===== src/hw/cstc_pkg.sv =====
// Package with register map, field layout and constants of the CAN sync/time config block
package cstc_pkg;

    // ------------------------------------------------------------
    // Register byte offsets (APB, one 32-bit word each)
    // ------------------------------------------------------------
    localparam logic [7:0] cstc_off_sync_id   = 8'h00; // Sync identifier word
    localparam logic [7:0] cstc_off_time_id   = 8'h04; // Time identifier word
    localparam logic [7:0] cstc_off_ctrl      = 8'h08; // Master setting, rate, node number
    localparam logic [7:0] cstc_off_status    = 8'h0C; // Derived state, read only
    localparam logic [7:0] cstc_off_rx_time   = 8'h10; // Last applied received time
    localparam logic [7:0] cstc_off_arb       = 8'h14; // Lowest competing node number seen

    // ------------------------------------------------------------
    // Identifier word layout
    // ------------------------------------------------------------
    localparam int cstc_bit_xmit  = 31; // Transmit time enable
    localparam int cstc_bit_gen   = 30; // Generate / apply bit
    localparam int cstc_id_msb    = 10; // Top of 11-bit identifier
    localparam int cstc_zero_msb  = 28; // Fixed-zero field top
    localparam int cstc_zero_lsb  = 11; // Fixed-zero field bottom
    localparam logic [31:0] cstc_id_keep_mask = 32'hE00007FF; // Clears bits 28..11

    // Reset values of the identifier words
    localparam logic [31:0] cstc_sync_rst = 32'h00000080;
    localparam logic [31:0] cstc_time_rst = 32'h00000100;

    // ------------------------------------------------------------
    // Control register layout
    // ------------------------------------------------------------
    localparam int cstc_ctrl_mode_lsb = 0;  // Two bits master setting
    localparam int cstc_ctrl_rate_lsb = 4;  // Three bits rate select
    localparam int cstc_ctrl_node_lsb = 8;  // Seven bits node number

    // Master setting encoding
    typedef enum logic [1:0]
    {
        cstc_mst_off  = 2'h0,
        cstc_mst_dflt = 2'h1,
        cstc_mst_on   = 2'h2
    } cstc_mst_t;

    // Rate select encoding: 20,50,100,125,250,500,800,1000 kbit/s
    localparam logic [2:0] cstc_rate_250 = 3'h4; // Default rate
    localparam logic [6:0] cstc_node_min = 7'h01; // Lowest legal node number
    localparam logic [6:0] cstc_node_rst = 7'h7F; // Reset node number
    localparam logic [6:0] cstc_node_none = 7'h7F; // No competitor seen yet

    // Clock and bit timing: cycles per bit at 250 MHz
    localparam int cstc_clk_mhz = 250;
    localparam logic [15:0] cstc_bt_20   = 16'(cstc_clk_mhz * 1000 / 20);
    localparam logic [15:0] cstc_bt_50   = 16'(cstc_clk_mhz * 1000 / 50);
    localparam logic [15:0] cstc_bt_100  = 16'(cstc_clk_mhz * 1000 / 100);
    localparam logic [15:0] cstc_bt_125  = 16'(cstc_clk_mhz * 1000 / 125);
    localparam logic [15:0] cstc_bt_250  = 16'(cstc_clk_mhz * 1000 / 250);
    localparam logic [15:0] cstc_bt_500  = 16'(cstc_clk_mhz * 1000 / 500);
    localparam logic [15:0] cstc_bt_800  = 16'(cstc_clk_mhz * 1000 / 800);
    localparam logic [15:0] cstc_bt_1000 = 16'(cstc_clk_mhz * 1000 / 1000);

    // Identifier bases for node-derived objects (emergency, transmit and heartbeat bases)
    localparam logic [10:0] cstc_base_emcy = 11'h080;
    localparam logic [10:0] cstc_base_tx   = 11'h180;
    localparam logic [10:0] cstc_base_hb   = 11'h700;

    // Frame sender states
    typedef enum logic [1:0]
    {
        cstc_st_idle = 2'h0,
        cstc_st_req  = 2'h1,
        cstc_st_wait = 2'h3
    } cstc_st_t;

endpackage


===== src/hw/cstc_top.sv =====
// CAN interface 1 sync/time identifier configuration and frame gating
//
// Contract
// - Id words: 11-bit id, 28..11 zero
// - Bit 30 set enables generating the message
// - Received time applied only if bit 30
// - Master Off/On: transmit time iff bit 31
// - Default: transmit time only as lowest node
// - Eight selectable rates, default 250 kbit/s
// - Node number 1..127, unique on bus
// - Further identifiers derived from node number
// - On: operational master; Off: wait for start
`timescale 1ns/10ps
`default_nettype none

module cstc_top
(
    // Clock, reset, enable
    input  wire logic        clock,
    input  wire logic        rst,
    input  wire logic        ce,
    // APB slave
    input  wire logic        psel,
    input  wire logic        penable,
    input  wire logic        pwrite,
    input  wire logic [7:0]  paddr,
    input  wire logic [31:0] pwdata,
    output logic      [31:0] prdata,
    output logic             pready,
    output logic             pslverr,
    // Periodic triggers from the protocol engine
    input  wire logic        sync_tick,
    input  wire logic        time_tick,
    // Received frames from the controller
    input  wire logic        rx_valid,
    input  wire logic [10:0] rx_id,
    input  wire logic [31:0] rx_data,
    input  wire logic        rx_start_remote,
    // Frame request to the controller
    output logic             tx_req,
    output logic      [10:0] tx_id,
    input  wire logic        tx_ack,
    // Derived state
    output logic      [15:0] bit_cycles,
    output logic             operational,
    output logic             time_master,
    output logic      [10:0] emcy_id,
    output logic      [10:0] hb_id
);

    // ------------------------------------------------------------
    // Registers
    // ------------------------------------------------------------
    logic [31:0] sync_id_r;          // Sync identifier word
    logic [31:0] time_message_identifier_r; // Time identifier word
    logic [1:0]  mode_r;             // Master setting
    logic [2:0]  rate_r;             // Rate code
    logic [6:0]  node_r;             // Node number
    logic [31:0] rx_time_r;          // Last applied time
    logic [6:0]  arb_low_r;          // Lowest competing node seen
    logic        node_err_r;         // Last node write was out of range
    cstc_pkg::cstc_st_t st_r;        // Sender state
    logic        pend_sync_r;        // Sync frame waiting
    logic        pend_time_r;        // Time frame waiting

    // ------------------------------------------------------------
    // APB decode
    // ------------------------------------------------------------
    wire acc     = psel && penable && ce;
    wire wr      = acc && pwrite;
    wire hit_s   = paddr == cstc_pkg::cstc_off_sync_id;
    wire hit_t   = paddr == cstc_pkg::cstc_off_time_id;
    wire hit_c   = paddr == cstc_pkg::cstc_off_ctrl;
    wire hit_st  = paddr == cstc_pkg::cstc_off_status;
    wire hit_rx  = paddr == cstc_pkg::cstc_off_rx_time;
    wire hit_ar  = paddr == cstc_pkg::cstc_off_arb;
    wire hit_any = hit_s | hit_t | hit_c | hit_st | hit_rx | hit_ar;
    // Writes to read-only words are refused like unmapped ones
    wire bad     = !hit_any || (pwrite && (hit_st || hit_rx || hit_ar));

    // Fixed-zero field is forced on write; software cannot set it
    wire [31:0] wid = pwdata & cstc_pkg::cstc_id_keep_mask;
    wire [6:0]  wnode = pwdata[cstc_pkg::cstc_ctrl_node_lsb +: 7];
    wire        node_ok = wnode >= cstc_pkg::cstc_node_min;

    // ------------------------------------------------------------
    // Derived decisions
    // ------------------------------------------------------------
    wire gen_sync  = sync_id_r[cstc_pkg::cstc_bit_gen];
    wire apply_ok  = time_message_identifier_r[cstc_pkg::cstc_bit_gen];
    wire xmit_bit  = time_message_identifier_r[cstc_pkg::cstc_bit_xmit];
    wire is_dflt   = mode_r == cstc_pkg::cstc_mst_dflt;
    // Default master wins only while no lower node number is heard
    wire won       = node_r < arb_low_r;
    wire xmit_time = xmit_bit && (!is_dflt || won);
    wire [10:0] sid = sync_id_r[cstc_pkg::cstc_id_msb:0];
    wire [10:0] tid = time_message_identifier_r[cstc_pkg::cstc_id_msb:0];
    wire rx_time   = rx_valid && rx_id == tid;
    // A foreign node sending on its own heartbeat identifier reveals its number
    wire [6:0] rx_node = rx_id[6:0];
    wire rx_peer   = rx_valid && rx_id[10:7] == cstc_pkg::cstc_base_hb[10:7]
                     && rx_node != node_r;

    wire [31:0] status_w = {25'h0000000, time_master, operational, won,
                            node_err_r, gen_sync, apply_ok, xmit_time};

    // Read mux
    wire [31:0] rd = hit_s  ? sync_id_r :
                     hit_t  ? time_message_identifier_r :
                     hit_c  ? {16'h0000, 1'b0, node_r, 1'b0, rate_r, 2'h0, mode_r} :
                     hit_st ? status_w :
                     hit_rx ? rx_time_r :
                     hit_ar ? {25'h0000000, arb_low_r} : 32'h00000000;

    // ------------------------------------------------------------
    // Register writes
    // ------------------------------------------------------------
    // Config words; a write to the same word as an event does not clash
    always_ff @(posedge clock)
    begin
        if (rst)
        begin
            sync_id_r <= cstc_pkg::cstc_sync_rst;
            time_message_identifier_r <= cstc_pkg::cstc_time_rst;
            mode_r <= cstc_pkg::cstc_mst_dflt;
            rate_r <= cstc_pkg::cstc_rate_250;
            node_r <= cstc_pkg::cstc_node_rst;
            node_err_r <= 1'b0;
        end
        else if (wr && !bad)
        begin
            if (hit_s)
                sync_id_r <= wid;
            if (hit_t)
                time_message_identifier_r <= wid;
            if (hit_c)
            begin
                mode_r <= pwdata[cstc_pkg::cstc_ctrl_mode_lsb +: 2];
                rate_r <= pwdata[cstc_pkg::cstc_ctrl_rate_lsb +: 3];
                // Zero is not a legal node number: keep the old one
                if (node_ok)
                    node_r <= wnode;
                node_err_r <= !node_ok;
            end
        end
    end

    // Received time and arbitration tracking
    always_ff @(posedge clock)
    begin
        if (rst)
        begin
            rx_time_r <= 32'h00000000;
            arb_low_r <= cstc_pkg::cstc_node_none;
        end
        else if (ce)
        begin
            if (rx_time && apply_ok)
                rx_time_r <= rx_data;
            if (rx_peer && rx_node < arb_low_r)
                arb_low_r <= rx_node;
        end
    end

    // ------------------------------------------------------------
    // Operational state
    // ------------------------------------------------------------
    // On: self-start; Off: wait for remote start; Default: self-start, master only while won
    always_ff @(posedge clock)
    begin
        if (rst)
            operational <= 1'b0;
        else if (ce)
        begin
            if (mode_r != cstc_pkg::cstc_mst_off || rx_start_remote)
                operational <= 1'b1;
        end
    end

    // ------------------------------------------------------------
    // Frame sender
    // ------------------------------------------------------------
    // Requests latch; a tick arriving on the send edge is kept
    always_ff @(posedge clock)
    begin
        if (rst)
        begin
            pend_sync_r <= 1'b0;
            pend_time_r <= 1'b0;
            st_r <= cstc_pkg::cstc_st_idle;
            tx_req <= 1'b0;
            tx_id <= 11'h000;
        end
        else if (ce)
        begin
            // Pending flags drop when the enable bit is cleared
            pend_sync_r <= (sync_tick || (pend_sync_r &&
                           !(st_r == cstc_pkg::cstc_st_idle && !pend_time_r)))
                           && gen_sync;
            pend_time_r <= (time_tick || (pend_time_r &&
                           st_r != cstc_pkg::cstc_st_idle)) && xmit_time;
            case (st_r)
                cstc_pkg::cstc_st_idle:
                begin
                    if (operational && pend_time_r && xmit_time)
                    begin
                        tx_id <= tid;
                        tx_req <= 1'b1;
                        st_r <= cstc_pkg::cstc_st_req;
                    end
                    else if (operational && pend_sync_r && gen_sync)
                    begin
                        tx_id <= sid;
                        tx_req <= 1'b1;
                        st_r <= cstc_pkg::cstc_st_req;
                    end
                end
                cstc_pkg::cstc_st_req:
                begin
                    if (tx_ack)
                    begin
                        tx_req <= 1'b0;
                        st_r <= cstc_pkg::cstc_st_wait;
                    end
                end
                cstc_pkg::cstc_st_wait:
                    st_r <= cstc_pkg::cstc_st_idle;
                default:
                    st_r <= cstc_pkg::cstc_st_idle;
            endcase
        end
    end

    // ------------------------------------------------------------
    // Outputs and bus answer
    // ------------------------------------------------------------
    // Node-derived identifiers and single-cycle APB answer
    always_ff @(posedge clock)
    begin
        if (rst)
        begin
            emcy_id <= 11'h000;
            hb_id <= 11'h000;
            time_master <= 1'b0;
            prdata <= 32'h00000000;
            pready <= 1'b0;
            pslverr <= 1'b0;
        end
        else if (ce)
        begin
            emcy_id <= cstc_pkg::cstc_base_emcy + {4'h0, node_r};
            hb_id <= cstc_pkg::cstc_base_hb + {4'h0, node_r};
            time_master <= xmit_time;
            pready <= psel && !penable;
            pslverr <= psel && !penable && bad;
            prdata <= (psel && !penable && !pwrite) ? rd : 32'h00000000;
        end
    end

    // Rate lookup
    cstc_rate_sel u_rate
    (
        .clock      (clock),
        .rst        (rst),
        .ce         (ce),
        .rate_code  (rate_r),
        .bit_cycles (bit_cycles)
    );

endmodule

`default_nettype wire


===== src/hw/cstc_rate_sel.sv =====
// Bit-rate selector: maps the rate code to cycles per bit
`timescale 1ns/10ps
`default_nettype none

module cstc_rate_sel
(
    // Clock and reset
    input  wire logic        clock,
    input  wire logic        rst,
    input  wire logic        ce,
    // Rate code
    input  wire logic [2:0]  rate_code,
    // Cycles per bit, registered
    output logic      [15:0] bit_cycles
);

    // ------------------------------------------------------------
    // Table lookup
    // ------------------------------------------------------------
    logic [15:0] bit_cycles_nxt; // Looked-up period

    // Each code picks one of the eight supported rates
    always_comb
    begin
        case (rate_code)
            3'h0:    bit_cycles_nxt = cstc_pkg::cstc_bt_20;
            3'h1:    bit_cycles_nxt = cstc_pkg::cstc_bt_50;
            3'h2:    bit_cycles_nxt = cstc_pkg::cstc_bt_100;
            3'h3:    bit_cycles_nxt = cstc_pkg::cstc_bt_125;
            3'h4:    bit_cycles_nxt = cstc_pkg::cstc_bt_250;
            3'h5:    bit_cycles_nxt = cstc_pkg::cstc_bt_500;
            3'h6:    bit_cycles_nxt = cstc_pkg::cstc_bt_800;
            default: bit_cycles_nxt = cstc_pkg::cstc_bt_1000;
        endcase
    end

    // Registered so the period feeds the top output from a flop
    always_ff @(posedge clock)
    begin
        if (rst)
            bit_cycles <= cstc_pkg::cstc_bt_250;
        else if (ce)
            bit_cycles <= bit_cycles_nxt;
    end

endmodule

`default_nettype wire


===== config.mk =====
export PLATFORM = sky130hd
export DESIGN_NAME = cstc_top
export DESIGN_NICKNAME = d
export VERILOG_FILES = /design/src/hw/cstc_pkg.sv /design/src/hw/cstc_top.sv /design/src/hw/cstc_rate_sel.sv
export SDC_FILE = /design/constraint.sdc
export NUM_CORES = 1
export LEC_CHECK = 0
export CORE_ASPECT_RATIO = 0.75
export CORE_MARGIN = 4
export CORE_UTILIZATION = 63
export DETAILED_ROUTE_END_ITERATION = 8
export DONT_BUFFER_PORTS = 1
export PLACE_DENSITY = 0.9
export SLEW_MARGIN = 20
export SYNTH_ARGS = -nofsm -noshare
export SYNTH_HDL_FRONTEND = slang
export SYNTH_SLANG_ARGS = --single-unit

===== constraint.sdc =====
create_clock -name clock -period 2.9 [get_ports clock]
set_clock_uncertainty 0.2 [all_clocks]
set_input_delay 0.145 -clock clock [delete_from_list [all_inputs] [get_ports clock]]
set_output_delay 0.145 -clock clock [all_outputs]
set_load 0.02 [all_outputs]

## After elaboration in Yosys (flattened, before gate mapping)

Index checks and enable logic that the tools add are counted.

- Add/subtract/negate cells: 2
- $mul: 0
- Div/mod/pow operators: 0
- Magnitude comparators: 3
- Equality and inequality tests: 18
- Shift operators: 0
- Mux-type cells: 18
- Bitwise logic cells: 5
- Reductions and logical operators: 55

Operator list:

| operator | number |
|---|---|
| 32-bit two-way mux | 6 |
| 14-bit case mux with 7 select lines | 1 |
| 1-bit logical AND | 23 |
| 11-bit two-way mux | 2 |
| 8-bit by 4-bit equality test with 1-bit output, second input constant | 2 |
| 8-bit by 5-bit equality test with 1-bit output, second input constant | 2 |
| 7-bit < comparator | 2 |
| 2-bit AND reduction | 6 |
| 11-bit equality test | 1 |
| 9-bit by 8-bit adder with 10-bit output, first input constant | 1 |
| 8-bit by 7-bit adder with 9-bit output, first input constant | 1 |
| 3-bit equality test, second input constant | 3 |
| 3-bit AND reduction | 3 |
| 8-bit by 3-bit equality test with 1-bit output, second input constant | 1 |
| 1-bit zero test | 8 |
| 8-bit zero test | 1 |
| 2-bit nonzero test | 4 |
| 7-bit by 1-bit greater-or-equal comparator with 1-bit output, second input constant | 1 |
| 1-bit logical OR | 7 |
| 7-bit two-way mux | 1 |
| 7-bit != test | 1 |
| 3-bit by 2-bit equality test with 1-bit output, second input constant | 2 |
| 2-bit two-way mux | 3 |
| 1-bit bitwise OR | 5 |
| other kinds (11) | 14 |

- Register bits: 170
- Bits in latches: 0
- Memory bits (writable): 0
- Bits in read-only memories: 0
- Input bits: 94
- Output and inout bits: 86
- Word-level logic and storage cells: 122
- Memories: 0

## Logic depth before layout (Yosys ltp)

- Depth after elaboration: 11
- Gate-level depth with buffers: 8
- Mapped depth without buffers: 7

## Modules after synthesis

Synthesis repeated with hierarchy kept, for this count alone.

- Cells, all modules: 815
- Area total of the unflattened synthesis: 7199.4 um^2

By module, submodules not included:

| module | instances | cells each | area each (um^2) | sequential area each (um^2) |
|---|---|---|---|---|
| cstc_top | 1 | 749 | 6606.3 | 2802.7 |
| cstc_rate_sel | 1 | 66 | 593.1 | 260.2 |

## Least setup slack after synthesis

No wires, ideal clock.

- Path type: register -> register
- Start: register arb_low_r[1]
- End: register tx_id[1]
- Library setup time: 0.121 ns
- Arrival time: 2.032 ns
- Required time: 2.579 ns
- Slack: 0.547 ns
- Cell stages (with the launch flop): 8
- Clock period less this slack: 2.353 ns
- Path through: dfxtp_1 > inv_1 > ha_1 > a211o_1 > a211oi_2 > o2111a_1 > buf_2 > mux2_2

- Cells in the longest elaborated chain, start to end: 6
- Elaborated cells between the ends (all ways): 7

Ends and longest elaborated chain:

| element | line | source |
|---|---|---|
| start: declaration | cstc_top.sv:60 | `logic [6:0] arb_low_r;` |
| start signal: assignment | cstc_top.sv:154 | `arb_low_r <= cstc_pkg::cstc_node_none;` |
| start signal: assignment | cstc_top.sv:161 | `arb_low_r <= rx_node;` |
| 7-bit < comparator * | cstc_top.sv:94 | `wire won = node_r < arb_low_r;` |
| 1-bit logical OR * | cstc_top.sv:95 | `wire xmit_time = xmit_bit && (!is_dflt \|\| won);` |
| 1-bit logical AND * | cstc_top.sv:95 |  |
| 1-bit logical AND * | cstc_top.sv:205 | `if (operational && pend_time_r && xmit_time)` |
| 2-bit nonzero test (no line) | -- |  |
| 3-bit AND reduction (no line) | -- |  |
| end signal: assignment | cstc_top.sv:207 | `tx_id <= tid;` |
| end signal: assignment | cstc_top.sv:213 | `tx_id <= sid;` |
| end: declaration | cstc_top.sv:41 | `output logic [10:0] tx_id,` |

Mark *: on every way between the ends. The rest lies on a longest branch, timed or not.
A chain may end at the register's enable or synchronous reset.

## Final worst setup path

- Start: input paddr[4]
- End: register prdata[0]

- Cells in the longest elaborated chain, start to end: 8
- Elaborated cells between the ends (all ways): 13

Ends and longest elaborated chain:

| element | line | source |
|---|---|---|
| start: declaration | cstc_top.sv:26 | `input wire logic [7:0] paddr,` |
| 8-bit by 5-bit equality test with 1-bit output | cstc_top.sv:76 | `wire hit_ar = paddr == cstc_pkg::cstc_off_arb;` |
| 7-bit two-way mux | cstc_top.sv:113 | `hit_ar ? {25'h0000000, arb_low_r} : 32'h00000000;` |
| 32-bit two-way mux | cstc_top.sv:112 | `hit_rx ? rx_time_r :` |
| 32-bit two-way mux | cstc_top.sv:111 | `hit_st ? status_w :` |
| 32-bit two-way mux | cstc_top.sv:110 | `hit_c ? {16'h0000, 1'b0, node_r, 1'b0, rate_r, 2'h0, mode_r} :` |
| 32-bit two-way mux | cstc_top.sv:109 | `hit_t ? time_message_identifier_r :` |
| 32-bit two-way mux * | cstc_top.sv:108 | `wire [31:0] rd = hit_s ? sync_id_r :` |
| 32-bit two-way mux * | cstc_top.sv:256 | `prdata <= (psel && !penable && !pwrite) ? rd : 32'h00000000;` |
| end signal: assignment | cstc_top.sv:256 |  |
| end: declaration | cstc_top.sv:28 | `output logic [31:0] prdata,` |

Marked as above.

==> impl_metrics.yaml <==
status:
  status: "finished clean"
setup_path:
  cp-start-kind: "input pin"
  crit_fanout: 13
  path_class: "input pin to register"
  cp.arrival_ns: 2.91
  cp-end-kind: "register"
  critPathRequiredTime_ns: 2.98
floorplanning:
  core-area_um2: 10940
  dieArea_um2: 12960
  initial_core_util_pct: 64.40
  die_w_um: 130.1
  io_pins: 180
  die_h_um: 99.59
  rows: 33
power_and_ir_drop:
  peakVddDrop_mv: 0.4286
  p_per_area_nw_per_um2: 535.9
  p_leak_nw: 3.591
synth:
  synth_top_cell_by_area: "dfxtp_1"
  synthTopCellsByCount: "153 x dfxtp_1, 127 x nor2_1, 85 x nand2_1"
  synth_top_family_by_area: "simple AND/OR/NAND/NOR gates"
  synthMuxAreaShare_pct: 13.55
  synth_edf_count: 0
  yosys-top-cells-area: "dfxtp_1 43%, mux2i_1 12%, nor2_1 6.8%"
  synth_top_cell_area_share_pct: 43.47
  synth_seq_cells: 153
  synth-compound-area-share_pct: 15.78
  async_flop_share_pct: 0
  netlist_instances: 808
  synth_seq_area_share_pct: 43.47
  postSynthAreaPerCell_um2: 8.721
  synthSimpleGateAreaFrac_pct: 17.28
  synthXorXnorAreaFrac_pct: 2.237
  ys.warnings.count: 0
  synth_fa_ha_area_share_pct: 2.131
  synth_area_um2: 7047
  synth.distinct_cells: 61
  yosysMostFrequentCell: "dfxtp_1"
  ys.flop_type: "dfxtp_1"
clock_network:
  clk_latency_ns: 0.42
  cts_tree: "built"
  cts_buffers: 17
  max-clock-path-buffers: 2
  cts.sinks: 153
  cts.clk_slew.worst_paths_ns: 0.06
  clock-root-buffer: "clkbuf_16"
  htree_levels: 4
sta:
  slew_headroom_pct: 31.68
  final_hold_viol_count: 0
  tightest_slew_ns: 1.024
  grt_setup_unrepaired: "no"
  setup_viol_count_final: 0
  fmax_ghz: 0.3524
  fin_tns_setup_ns: 0
  drv_slew: 0
  fin_crit_sh_pct: 97.84
  period_needed_ns: 2.837
run:
  cap_violations: 0
global_routing:
  grt_pass1_wl_um: 36010
  grt_max_degree: 140
  antenna_found_initial: 0
  overflow: 0
  grtUsageTotal_pct: 35.81
  grt_pass1_vias: 6610
placed_design:
  post-dp-hpwl_um: 14100
  gp_congestion: 0.9364
  post_dp_cell_area_um2: 6979
  portBuffers: 0
layout:
  syn_to_final_growth_pct: 21.54
  nets: 975
  drive_gt1_share_pct: 6.689
  postLayoutCellArea_um2: 8564
  antenna_cells: 0
detailed_routing:
  viasPerCell: 6.554
  wl_um: 23350
  drt-initial-drc-count: 943
  drc: 0
  drtAntennaViolNets: 0
  vias: 6698
  post_drt_wl_per_cell_um: 22.85
  drtPass1Iterations: 5
min_path:
  hold_path_class: "input pin to register"
worst max-delay path: stages:
cell and delay, ns:
dlygate4sd3_1 0.78, or4_1 0.47, dlygate4sd3_1 0.58, a32oi_1 0.27, dlygate4sd3_1 0.60, a21oi_1 0.06
area by class of cell:
type	count	area (um2)
flip-flops and latches	153	3063
fillers	668	2377
clock buffers	21	440.4
repair buffers	109	1096
inverters	10	37.54
multi-input cells	578	3628
clock inverters	11	123.9
well taps	140	175.2
metal layers:
| layer | track usage [%] | share of wire (%) | up-vias |
|---|---|---|---|
| met5 | 0 | 0 | - |
| met4 | 14.30 | 4.2 | 0 |
| met3 | 10.25 | 13 | 116 |
| met2 | 56.86 | 45 | 511 |
| met1 | 45.98 | 38 | 3142 |
| li1 | - | - | 2929 |
final timing paths:
path,startpoint,endpoint,slack (ns),cells past startpoint
setup reg to reg,sync_id_r[0],prdata[0],0.18,5
setup / recovery,paddr[4],prdata[0],0.06,6
hold / removal,pwrite,prdata[0],0.03,4
hold reg to reg,sync_id_r[29],sync_id_r[29],0.27,2
power by group:
group          switching (mW)  internal (mW)
combinational           0.165          0.129
sequential             0.0411           2.12
clock                   0.871           1.27
total                    1.08           3.51
state kept, by name, summed over array words and instances, names as in the netlist:
signal / cells
arb_low_r: 7
hb_id: 8
mode_r: 2
node_err_r: 1
node_r: 7
operational: 1
pend_sync_r: 1
pend_time_r: 1
prdata: 32
pready: 1
pslverr: 1
rate_r: 3
rx_time_r: 32
st_r: 2
sync_id_r: 14
time_master: 1
time_message_identifier_r: 14
tx_id: 11
tx_req: 1
u_rate.bit_cycles: 13
cells in the final DEF (no fill, tap or decap), types with 14 or more instances in the layout:
cell,count
dfxtp_1,153
nor2_1,127
dlygate4sd3_1,96
nand2_1,85
mux2i_1,83
a21oi_1,63
o21ai_0,30
a22oi_1,24
clkbuf_16,17
xor2_1,14
stage by stage:
stage               hold slack (ns)  power (mW)  std cells  util [%]  worst slack (ns)
floorplan                   0.06915       2.383        814         -            0.5472
CTS                        0.007596       4.583       1022     78.25            0.1660
detailed placement          0.03588       2.348        891     63.79            0.4801
global route                0.04265       4.714       1022     78.27           0.04253
global placement            0.02945       2.343        891     63.79            0.5132
finish                      0.02850       4.590       1022     78.27           0.06252
kinds of logic after synthesis:
kind of cell | count (synthesis)
simple gates | 275
xor+xnor | 18
buf+inv | 83
compound gates | 172
other cells | 1
flops | 153
fa+ha+maj | 12
mux | 94
what timing repair did:
action,in CTS,in global routing
resized for setup,0,1
hold endpoints to repair,153,0
setup buffers,0,0
endpoints found under the setup margin,0,1
hold buffers,99,0
(Power assumes the default switching activity.)
